**config.mk**
```make
export PLATFORM = sky130hd
export DESIGN_NAME = uart_ext_regs
export DESIGN_NICKNAME = d
export VERILOG_FILES = /design/src/pkg/uart_ext_pkg.sv /design/src/pkg/baud_cfg_if.sv /design/src/core/baud_gen.sv /design/src/core/irq_flags.sv /design/src/core/uart_ext_regs.sv
export SDC_FILE = /design/constraint.sdc
export NUM_CORES = 1
export LEC_CHECK = 0
export BUFFER_PORTS_ARGS = -buffer_cell sky130_fd_sc_hd__clkbuf_2
export CAP_MARGIN = 15
export CORE_MARGIN = 8
export CORE_UTILIZATION = 56
export DETAILED_ROUTE_END_ITERATION = 6
export PLACE_DENSITY = 0.81
export SETUP_SLACK_MARGIN = 0.05
export SLEW_MARGIN = 20
export SYNTH_ARGS = -nofsm -noshare
export SYNTH_HDL_FRONTEND = slang
export SYNTH_HIERARCHICAL = 1
export SYNTH_SLANG_ARGS = --single-unit
```
**constraint.sdc**
```tcl
create_clock -name mclk_i -period 2.6 [get_ports mclk_i]
set_clock_uncertainty 0.15 [all_clocks]
set_input_delay 0.13 -clock mclk_i [delete_from_list [all_inputs] [get_ports mclk_i]]
set_output_delay 0.13 -clock mclk_i [all_outputs]
set_load 0.01 [all_outputs]
```
**src/pkg/uart_ext_pkg.sv**
```systemverilog
// Purpose: shared constants for the extended sample-control and irq registers
// Assumes: 4-bit register offsets, 8-bit register data
// Notes:   offsets, keys, field positions and reset values live here
package uart_ext_pkg;
	localparam logic [3:0] OFF_TX_RX_CTRL   = 4'h9;
	localparam logic [3:0] OFF_IRQ_STATUS   = 4'hF;
	localparam logic [7:0] LINE_CTRL_KEY    = 8'hBF;
	localparam int         SPECIAL_ACC_BIT  = 2;
	localparam logic [7:0] TX_RX_CTRL_RST   = 8'h06;
	localparam logic [7:0] IRQ_STATUS_RST   = 8'h00;
	localparam int         SCV_MSB          = 7;
	localparam int         SCV_LSB          = 4;
	localparam int         XON_INBAND_BIT   = 3;
	localparam int         TX_EMPTY_EN_BIT  = 2;
	localparam int         RX_TIMEOUT_BIT   = 1;
	localparam int         TX_IDLE_BIT      = 0;
	localparam int         CLEAR_ALL_BIT    = 0;
	localparam int         MODEM_PRESC_BIT  = 7;
	localparam logic [4:0] OVERSAMPLE_BASE  = 5'h10;
	localparam int         IRQ_SRC_NUM      = 7;
endpackage

```
**src/pkg/baud_cfg_if.sv**
```systemverilog
// Purpose: baud generator settings passed from the register block
// Assumes: single clock domain
// Notes:   src drives the settings, dst consumes them
`timescale 1ns/1ps
interface baud_cfg_if;
	logic [3:0]  sample_clock_value;
	logic [3:0]  prescale_m;
	logic [3:0]  prescale_n;
	logic        modem_prescale;
	logic [15:0] divisor_latch;
	modport src (
		output sample_clock_value, prescale_m, prescale_n,
		output modem_prescale, divisor_latch
	);
	modport dst (
		input  sample_clock_value, prescale_m, prescale_n,
		input  modem_prescale, divisor_latch
	);
endinterface

```
**src/core/baud_gen.sv**
```systemverilog
// Purpose: sample and bit tick enables from the reference clock
// Assumes: settings are quasi-static while running
// Notes:   zero divisor or zero oversample length treated as one
`timescale 1ns/1ps
module baud_gen
	import uart_ext_pkg::*;
(
	input  wire logic   clk_i,
	input  wire logic   rst_n_i,
	baud_cfg_if.dst     cfg,
	output logic        sample_tick_o,
	output logic        baud_tick_o
);
	logic [4:0]  exp_sum;
	logic [4:0]  shift;
	logic [16:0] pre_len;
	logic [4:0]  os_len;
	logic [16:0] pre_cnt_ff;
	logic [15:0] div_cnt_ff;
	logic [4:0]  os_cnt_ff;
	logic        pre_wrap;
	logic        div_wrap;

	always_comb begin
		exp_sum = {1'b0, cfg.prescale_m} + {3'h0, cfg.modem_prescale, 1'b0};
		shift   = (exp_sum == 5'h00) ? 5'h00 : exp_sum - 5'h01;
		pre_len = 17'h00001 << shift;
		os_len  = OVERSAMPLE_BASE - {1'b0, cfg.sample_clock_value}
			+ {1'b0, cfg.prescale_n};
		if (os_len == 5'h00) begin
			os_len = 5'h01;
		end
	end

	assign pre_wrap = (pre_cnt_ff >= pre_len - 17'h00001);
	assign div_wrap = (div_cnt_ff + 16'h0001 >= cfg.divisor_latch);

	// prescaler stage
	always_ff @(posedge clk_i or negedge rst_n_i) begin
		if (!rst_n_i) begin
			pre_cnt_ff <= 17'h00000;
		end else begin
			pre_cnt_ff <= pre_wrap ? 17'h00000 : pre_cnt_ff + 17'h00001;
		end
	end

	// divisor latch stage
	always_ff @(posedge clk_i or negedge rst_n_i) begin
		if (!rst_n_i) begin
			div_cnt_ff    <= 16'h0000;
			sample_tick_o <= 1'b0;
		end else begin
			sample_tick_o <= pre_wrap && div_wrap;
			if (pre_wrap) begin
				div_cnt_ff <= div_wrap ? 16'h0000 : div_cnt_ff + 16'h0001;
			end
		end
	end

	// samples per bit stage
	always_ff @(posedge clk_i or negedge rst_n_i) begin
		if (!rst_n_i) begin
			os_cnt_ff   <= 5'h00;
			baud_tick_o <= 1'b0;
		end else begin
			baud_tick_o <= 1'b0;
			if (sample_tick_o) begin
				if (os_cnt_ff + 5'h01 >= os_len) begin
					os_cnt_ff   <= 5'h00;
					baud_tick_o <= 1'b1;
				end else begin
					os_cnt_ff <= os_cnt_ff + 5'h01;
				end
			end
		end
	end
endmodule

```
**src/core/irq_flags.sv**
```systemverilog
// Purpose: sticky interrupt source flags with clear-all
// Assumes: set and service inputs are one-cycle or level requests
// Notes:   a set in the clearing cycle wins
`timescale 1ns/1ps
module irq_flags
	import uart_ext_pkg::*;
(
	input  wire logic                   clk_i,
	input  wire logic                   rst_n_i,
	input  wire logic [IRQ_SRC_NUM-1:0] set_i,
	input  wire logic [IRQ_SRC_NUM-1:0] service_i,
	input  wire logic                   clear_all_i,
	output logic      [IRQ_SRC_NUM-1:0] flags_o
);
	genvar g;
	generate
		for (g = 0; g < IRQ_SRC_NUM; g++) begin : gen_flag
			always_ff @(posedge clk_i or negedge rst_n_i) begin
				if (!rst_n_i) begin
					flags_o[g] <= IRQ_STATUS_RST[g+1];
				end else begin
					flags_o[g] <= set_i[g]
						| (flags_o[g] & ~service_i[g] & ~clear_all_i);
				end
			end
		end
	endgenerate
endmodule

```
**src/core/uart_ext_regs.sv**
```systemverilog
// Purpose: tx/rx sample control and interrupt status/clear registers
// Assumes: register port and side inputs synchronous to mclk_i
// Notes:   both registers answer only with the access key condition
// Overview of operation
// - Control register at 0x09 decodes only with key 0xBF and access bit; resets 0x06.
// - Irq status register at 0x0F decodes under same condition; resets to zero.
// - Control bits 7..4 hold sample clock value feeding the baud generator.
// - Baud = ref / (divisor * 2^(M+2*modem7-1) * (16-sample+N)); the prescale is 1 when M+2*modem7 is 0.
// - Control bit 3 enables in-band Xon transmission.
// - Control bit 2 enables transmit-empty interrupt; set after reset.
// - Bit 1 enables receive timeout, bit 0 enables idle insertion.
// - Status bit 7 shows pending flow-control line change interrupt.
// - Status bit 6 shows pending Xoff or special character interrupt.
// - Status bit 5 shows pending modem status interrupt.
// - Status bit 4 shows pending transmit holding interrupt.
// - Status bit 3 shows pending receiver timeout interrupt.
// - Status bit 2 shows pending receive data interrupt.
// - Status bit 1 shows pending receive line error interrupt.
// - Writing one to status bit 0 clears all status flags not set in that same cycle.
// - Clear-all bit self-clears; reads always show zero.
// - Special-function bit 2 opens access to these registers.
// - Prescale M comes from prescaler register bits 7..4.
// - Prescale N comes from prescaler register bits 3..0.
`timescale 1ns/1ps
module uart_ext_regs
	import uart_ext_pkg::*;
(
	input  wire logic        mclk_i,
	input  wire logic        rst_n_i,
	input  wire logic [3:0]  reg_addr_i,
	input  wire logic        reg_wr_i,
	input  wire logic        reg_rd_i,
	input  wire logic [7:0]  reg_wdata_i,
	input  wire logic [7:0]  line_control_reg_i,
	input  wire logic [7:0]  special_function_reg_i,
	input  wire logic [7:0]  prescaler_reg_i,
	input  wire logic [7:0]  modem_control_reg_i,
	input  wire logic [15:0] divisor_latch_i,
	input  wire logic [6:0]  irq_set_i,
	input  wire logic [6:0]  irq_service_i,
	output logic      [7:0]  reg_rdata_o,
	output logic             reg_hit_o,
	output logic      [3:0]  sample_clock_value_o,
	output logic             xon_inband_en_o,
	output logic             tx_empty_irq_en_o,
	output logic             rx_timeout_en_o,
	output logic             tx_idle_en_o,
	output logic      [7:0]  irq_status_o,
	output logic             sample_tick_o,
	output logic             baud_tick_o
);
	logic       rst_meta_ff;
	logic       rst_ff;
	logic [7:0] tx_rx_control_ff;
	logic [6:0] flags;
	logic       access_ok;
	logic       wr_ctrl;
	logic       wr_status;
	logic       clear_all;
	logic [7:0] nxt_rdata;

	baud_cfg_if cfg ();

	// reset release
	always_ff @(posedge mclk_i or negedge rst_n_i) begin
		if (!rst_n_i) begin
			rst_meta_ff <= 1'b0;
			rst_ff      <= 1'b0;
		end else begin
			rst_meta_ff <= 1'b1;
			rst_ff      <= rst_meta_ff;
		end
	end

	assign access_ok = (line_control_reg_i == LINE_CTRL_KEY)
		&& special_function_reg_i[SPECIAL_ACC_BIT];
	assign wr_ctrl   = reg_wr_i && access_ok
		&& (reg_addr_i == OFF_TX_RX_CTRL);
	assign wr_status = reg_wr_i && access_ok
		&& (reg_addr_i == OFF_IRQ_STATUS);
	assign clear_all = wr_status && reg_wdata_i[CLEAR_ALL_BIT];

	always_ff @(posedge mclk_i or negedge rst_ff) begin
		if (!rst_ff) begin
			tx_rx_control_ff <= TX_RX_CTRL_RST;
		end else if (wr_ctrl) begin
			tx_rx_control_ff <= reg_wdata_i;
		end
	end

	assign sample_clock_value_o = tx_rx_control_ff[SCV_MSB:SCV_LSB];
	assign xon_inband_en_o      = tx_rx_control_ff[XON_INBAND_BIT];
	assign tx_empty_irq_en_o    = tx_rx_control_ff[TX_EMPTY_EN_BIT];
	assign rx_timeout_en_o      = tx_rx_control_ff[RX_TIMEOUT_BIT];
	assign tx_idle_en_o         = tx_rx_control_ff[TX_IDLE_BIT];

	assign cfg.sample_clock_value = tx_rx_control_ff[SCV_MSB:SCV_LSB];
	assign cfg.prescale_m    = prescaler_reg_i[7:4];
	assign cfg.prescale_n    = prescaler_reg_i[3:0];
	assign cfg.modem_prescale = modem_control_reg_i[MODEM_PRESC_BIT];
	assign cfg.divisor_latch = divisor_latch_i;

	baud_gen u_baud (
		.clk_i         (mclk_i),
		.rst_n_i       (rst_ff),
		.cfg           (cfg.dst),
		.sample_tick_o (sample_tick_o),
		.baud_tick_o   (baud_tick_o)
	);

	irq_flags u_flags (
		.clk_i       (mclk_i),
		.rst_n_i     (rst_ff),
		.set_i       (irq_set_i),
		.service_i   (irq_service_i),
		.clear_all_i (clear_all),
		.flags_o     (flags)
	);

	always_ff @(posedge mclk_i or negedge rst_ff) begin
		if (!rst_ff) begin
			irq_status_o <= IRQ_STATUS_RST;
		end else begin
			irq_status_o <= {flags, 1'b0};
		end
	end

	always_comb begin
		nxt_rdata = 8'h00;
		if (access_ok) begin
			unique case (reg_addr_i)
				OFF_TX_RX_CTRL: nxt_rdata = tx_rx_control_ff;
				OFF_IRQ_STATUS: nxt_rdata = {flags, 1'b0};
				default:        nxt_rdata = 8'h00;
			endcase
		end
	end

	// read data and hit
	always_ff @(posedge mclk_i or negedge rst_ff) begin
		if (!rst_ff) begin
			reg_rdata_o <= 8'h00;
			reg_hit_o   <= 1'b0;
		end else begin
			reg_hit_o <= (reg_rd_i || reg_wr_i) && access_ok
				&& (reg_addr_i == OFF_TX_RX_CTRL
				|| reg_addr_i == OFF_IRQ_STATUS);
			if (reg_rd_i) begin
				reg_rdata_o <= nxt_rdata;
			end
		end
	end
endmodule

```
==> results.json <==
{
  "p_sw_share_pct": 37.7,
  "portBuffers": 89,
  "endpoint_kind": "flop",
  "grt_max_degree": 58,
  "dieArea_sq_um": 12600,
  "finalSetupViolCount": 40,
  "leakage_nw": 3.85,
  "slew_viol_final": 0,
  "cts_sinks": 73,
  "cts_tree": "built",
  "drc": 0,
  "antenna_cells": 0,
  "worst_pin_slew_ns": 0.726,
  "async_flop_share_pct": 100,
  "multiInputGateArea_sq_um": 3870,
  "clkTransAtPathRegs_ns": 0.09,
  "ys_warn_count": 6,
  "grt_pass1_wl_microns": 27300,
  "placed_cells": 839,
  "fin_cells": 913,
  "maxSlewHeadroom_pct": 51.2,
  "clock_latency_ns": 0.35,
  "track_usage_pct": 26.5,
  "clockBufferDepth": 2,
  "die_x_microns": 112,
  "hpwl_microns": 11100,
  "fin_nets": 928,
  "rsz0062_at_grt": "yes",
  "irDropWorstVdd_mv": 0.452,
  "firstDrtPassIters": 5,
  "grt_remaining_overflow": 0,
  "detail_route.vias_per_cell": 6.21,
  "grt_pass1_vias": 5784,
  "setup_tns_ns": -46.51,
  "pwr-share-clk_pct": 22.0,
  "die_h_microns": 112,
  "initial_core_util_pct": 57.0,
  "core_area_sq_um": 9110,
  "place.gp.congestion": 0.917,
  "wl_microns": 20000,
  "fillCellCount": 421,
  "comb_power_share_pct": 46.4,
  "synth-seq-area-share_pct": 35.2,
  "cts_buffers": 9,
  "p_switching_mw": 1.65,
  "crit_arrival_ns": 4.07,
  "synth_area_per_cell_sq_um": 9.37,
  "violations": "negative setup slack",
  "timing_hold_violations_final": 0,
  "yosysUniqueCellTypes": 71,
  "slowest_delay_ns": 0.34,
  "syn_area_sq_um": 5190,
  "syn_to_final_growth_pct": 55.9,
  "final.period_utilization_pct": 152,
  "cts_root_buf": "clkbuf_8",
  "ys_seq_elements": 73,
  "drt_iter0_drc": 418,
  "status": "finished, violations left",
  "p_seq_share_pct": 31.7,
  "p_int_mw": 2.73,
  "cp_cell_sequence": "buf_6 > ha_4 > inv_4 > ha_4 > nor3b_4 > buf_4 > buf_4 > a21oi_4 > buf_6 > nand2_1 > a31oi_2 > nor2_1 > a31oi_1 > ha_1 > nand4_1 > buf_4 > nor2_1 > a31oi_1 > o22ai_2 > buf_6 > buf_12 > clkbuf_16 > nor2_1",
  "min_period_ns": 3.94,
  "fmaxAchievable_ghz": 0.254,
  "grt_antenna_before_repair": 0,
  "hold_class": "primary input to flop",
  "seqCellArea_sq_um": 1830,
  "powerDensity_nw_per_um2": 541,
  "total_power_mw": 4.38,
  "crit_type": "primary input to flop",
  "crit_path_start_kind": "primary input",
  "cap_viol_max_count": 0,
  "synth_edf_count": 0,
  "vias": 5667,
  "worst_path_max_delay_cell": "a31oi_1",
  "setup_slack_ns": -1.34,
  "syn-instance-count": 554,
  "whs_ns": 0.0181,
  "ant_nets": 0,
  "synth_top_flop_cell": "dfrtp_1",
  "rows": 35,
  "syn-num-nets": 685,
  "drive_gt1_share_pct": 45.3,
  "wl_per_cell_microns": 21.9,
  "worstPathRequired_ns": 2.72,
  "num_io_pins": 105,
  "htreeDepth": 3,
  "crit_fanout": 8
}
cells in the mapped netlist, drive strengths merged (6+ instances only):
cell type,count,area share (%)
nand4,9,1.1
o2bb2ai,14,2.4
nand2,33,2.4
nand3,22,2.4
xnor2,21,3.7
nor3b,7,1.1
xor2,23,3.9
ha,52,13
a22oi,8,1.2
nor3,8,0.96
o22ai,8,0.96
buf,6,0.84
mux2,9,2.0
o31ai,8,1.2
o21ai,24,2.3
and3,17,2.1
clkbuf,8,0.58
inv,45,3.3
a21o,13,2.0
nand2b,17,2.2
or2,9,1.1
a211oi,7,1.1
dfrtp,71,34
nor2,46,3.3
a21oi,18,2.0
power by group through the flow:
stage	clock (mW)	combinational, mW	sequential [mW]
finish	0.961	2.03	1.39
global route	1.02	2.16	1.40
CTS	0.960	1.74	1.37
detailed placement	0	1.55	1.39
global placement	0	1.47	1.38
floorplan	0	0.913	1.38
critical path, delay by kind of cell:
kind / cells / cell delay [ns]
AO/OA/AOI/OAI: 5 / 1.26
adder cells (fa/ha/maj): 3 / 0.76
buffers and inverters: 9 / 1.20
AND/OR/NAND/NOR: 6 / 0.70
placed cells by master (no fill, tap or decap), drive strengths merged, types with 9 or more instances in the layout:
master / count
buf: 132
clkbuf: 98
dfrtp: 71
ha: 52
inv: 49
nor2: 46
nand2: 33
dlygate4sd3: 25
o21ai: 24
xor2: 23
nand3: 22
xnor2: 21
a21oi: 18
and3: 17
nand2b: 17
o2bb2ai: 14
a21o: 13
nand4: 9
mux2: 9
or2: 9
layer usage:
layer	up-vias	GRT usage, %	share of wire, %
li1	2451	-	-
met1	2692	27.8	35
met2	390	47.8	50
met3	134	7.25	8.8
met4	0	13.3	6.2
met5	-	0	0
stage by stage:
step	cell area (sq um)	utilization (%)	setup WS (ns)
floorplan	5420	-	-1.03
global placement	6710	73.6	-1.28
detailed placement	6710	73.6	-1.45
CTS	7610	83.6	-0.914
global route	8100	88.9	-1.35
finish	8100	88.9	-1.34
state kept, by name, indices dropped and copies added (netlist names):
register / cells
u_baud/baud_tick_o: 1
u_baud/os_cnt_ff: 5
rst_ff: 1
u_baud/div_cnt_ff: 16
reg_rdata_o: 8
tx_rx_control_ff: 8
u_flags/flags_o: 7
irq_status_o: 7
u_baud/sample_tick_o: 1
u_baud/pre_cnt_ff: 17
reg_hit_o: 1
rst_meta_ff: 1
path summary, 6_finish.rpt:
kind                                                        from                                 to  slack [ns]  depth (start not counted)
max in group asynchronous                       rst_ff$_DFF_PN0_    tx_rx_control_ff[1]$_DFFE_PN1P_        1.57                          1
worst max-delay path                      modem_control_reg_i[7]     u_baud/pre_cnt_ff[7]$_DFF_PN0_       -1.34                         23
worst min register to register                  rst_ff$_DFF_PN0_  u_baud/div_cnt_ff[12]$_DFFE_PN0P_        0.04                          0
min in group asynchronous                       rst_ff$_DFF_PN0_  u_baud/div_cnt_ff[12]$_DFFE_PN0P_        0.04                          0
worst min-delay path                            irq_service_i[5]       u_flags/flags_o[5]$_DFF_PN0_        0.02                          3
worst max register to register  u_baud/div_cnt_ff[3]$_DFFE_PN0P_  u_baud/div_cnt_ff[13]$_DFFE_PN0P_       -0.99                         14
cell families after synthesis:
group / synth area share, %
adders and majority gates: 12.9
xor gates and xnor gates: 7.56
DFF: 35.2
AOI/OAI and AO/OA: 16.9
buffers and inverters: 4.67
muxes: 2.53
and+or+nand+nor: 20.0
other: 0.145
area by class of cell:
cell class	instances	area share, %
Clock inverter	7	1.05
Clock buffer	9	1.53
Multi-Input combinational cell	422	47.8
Sequential cell	73	22.6
Tap cell	111	1.72
Timing Repair Buffer	246	23.2
Inverter	45	2.12
what timing repair did:
action / 4_1_cts / 5_1_grt
buffers inserted: 16 / 12
pin swaps: 32 / 47
setup endpoints to repair: 40 / 40
hold buffers: 25 / 0
gates resized for setup: 54 / 74
cloned: 3 / 2
hold endpoints to repair: 19 / 0
Power figures use the tool's default switching activity.
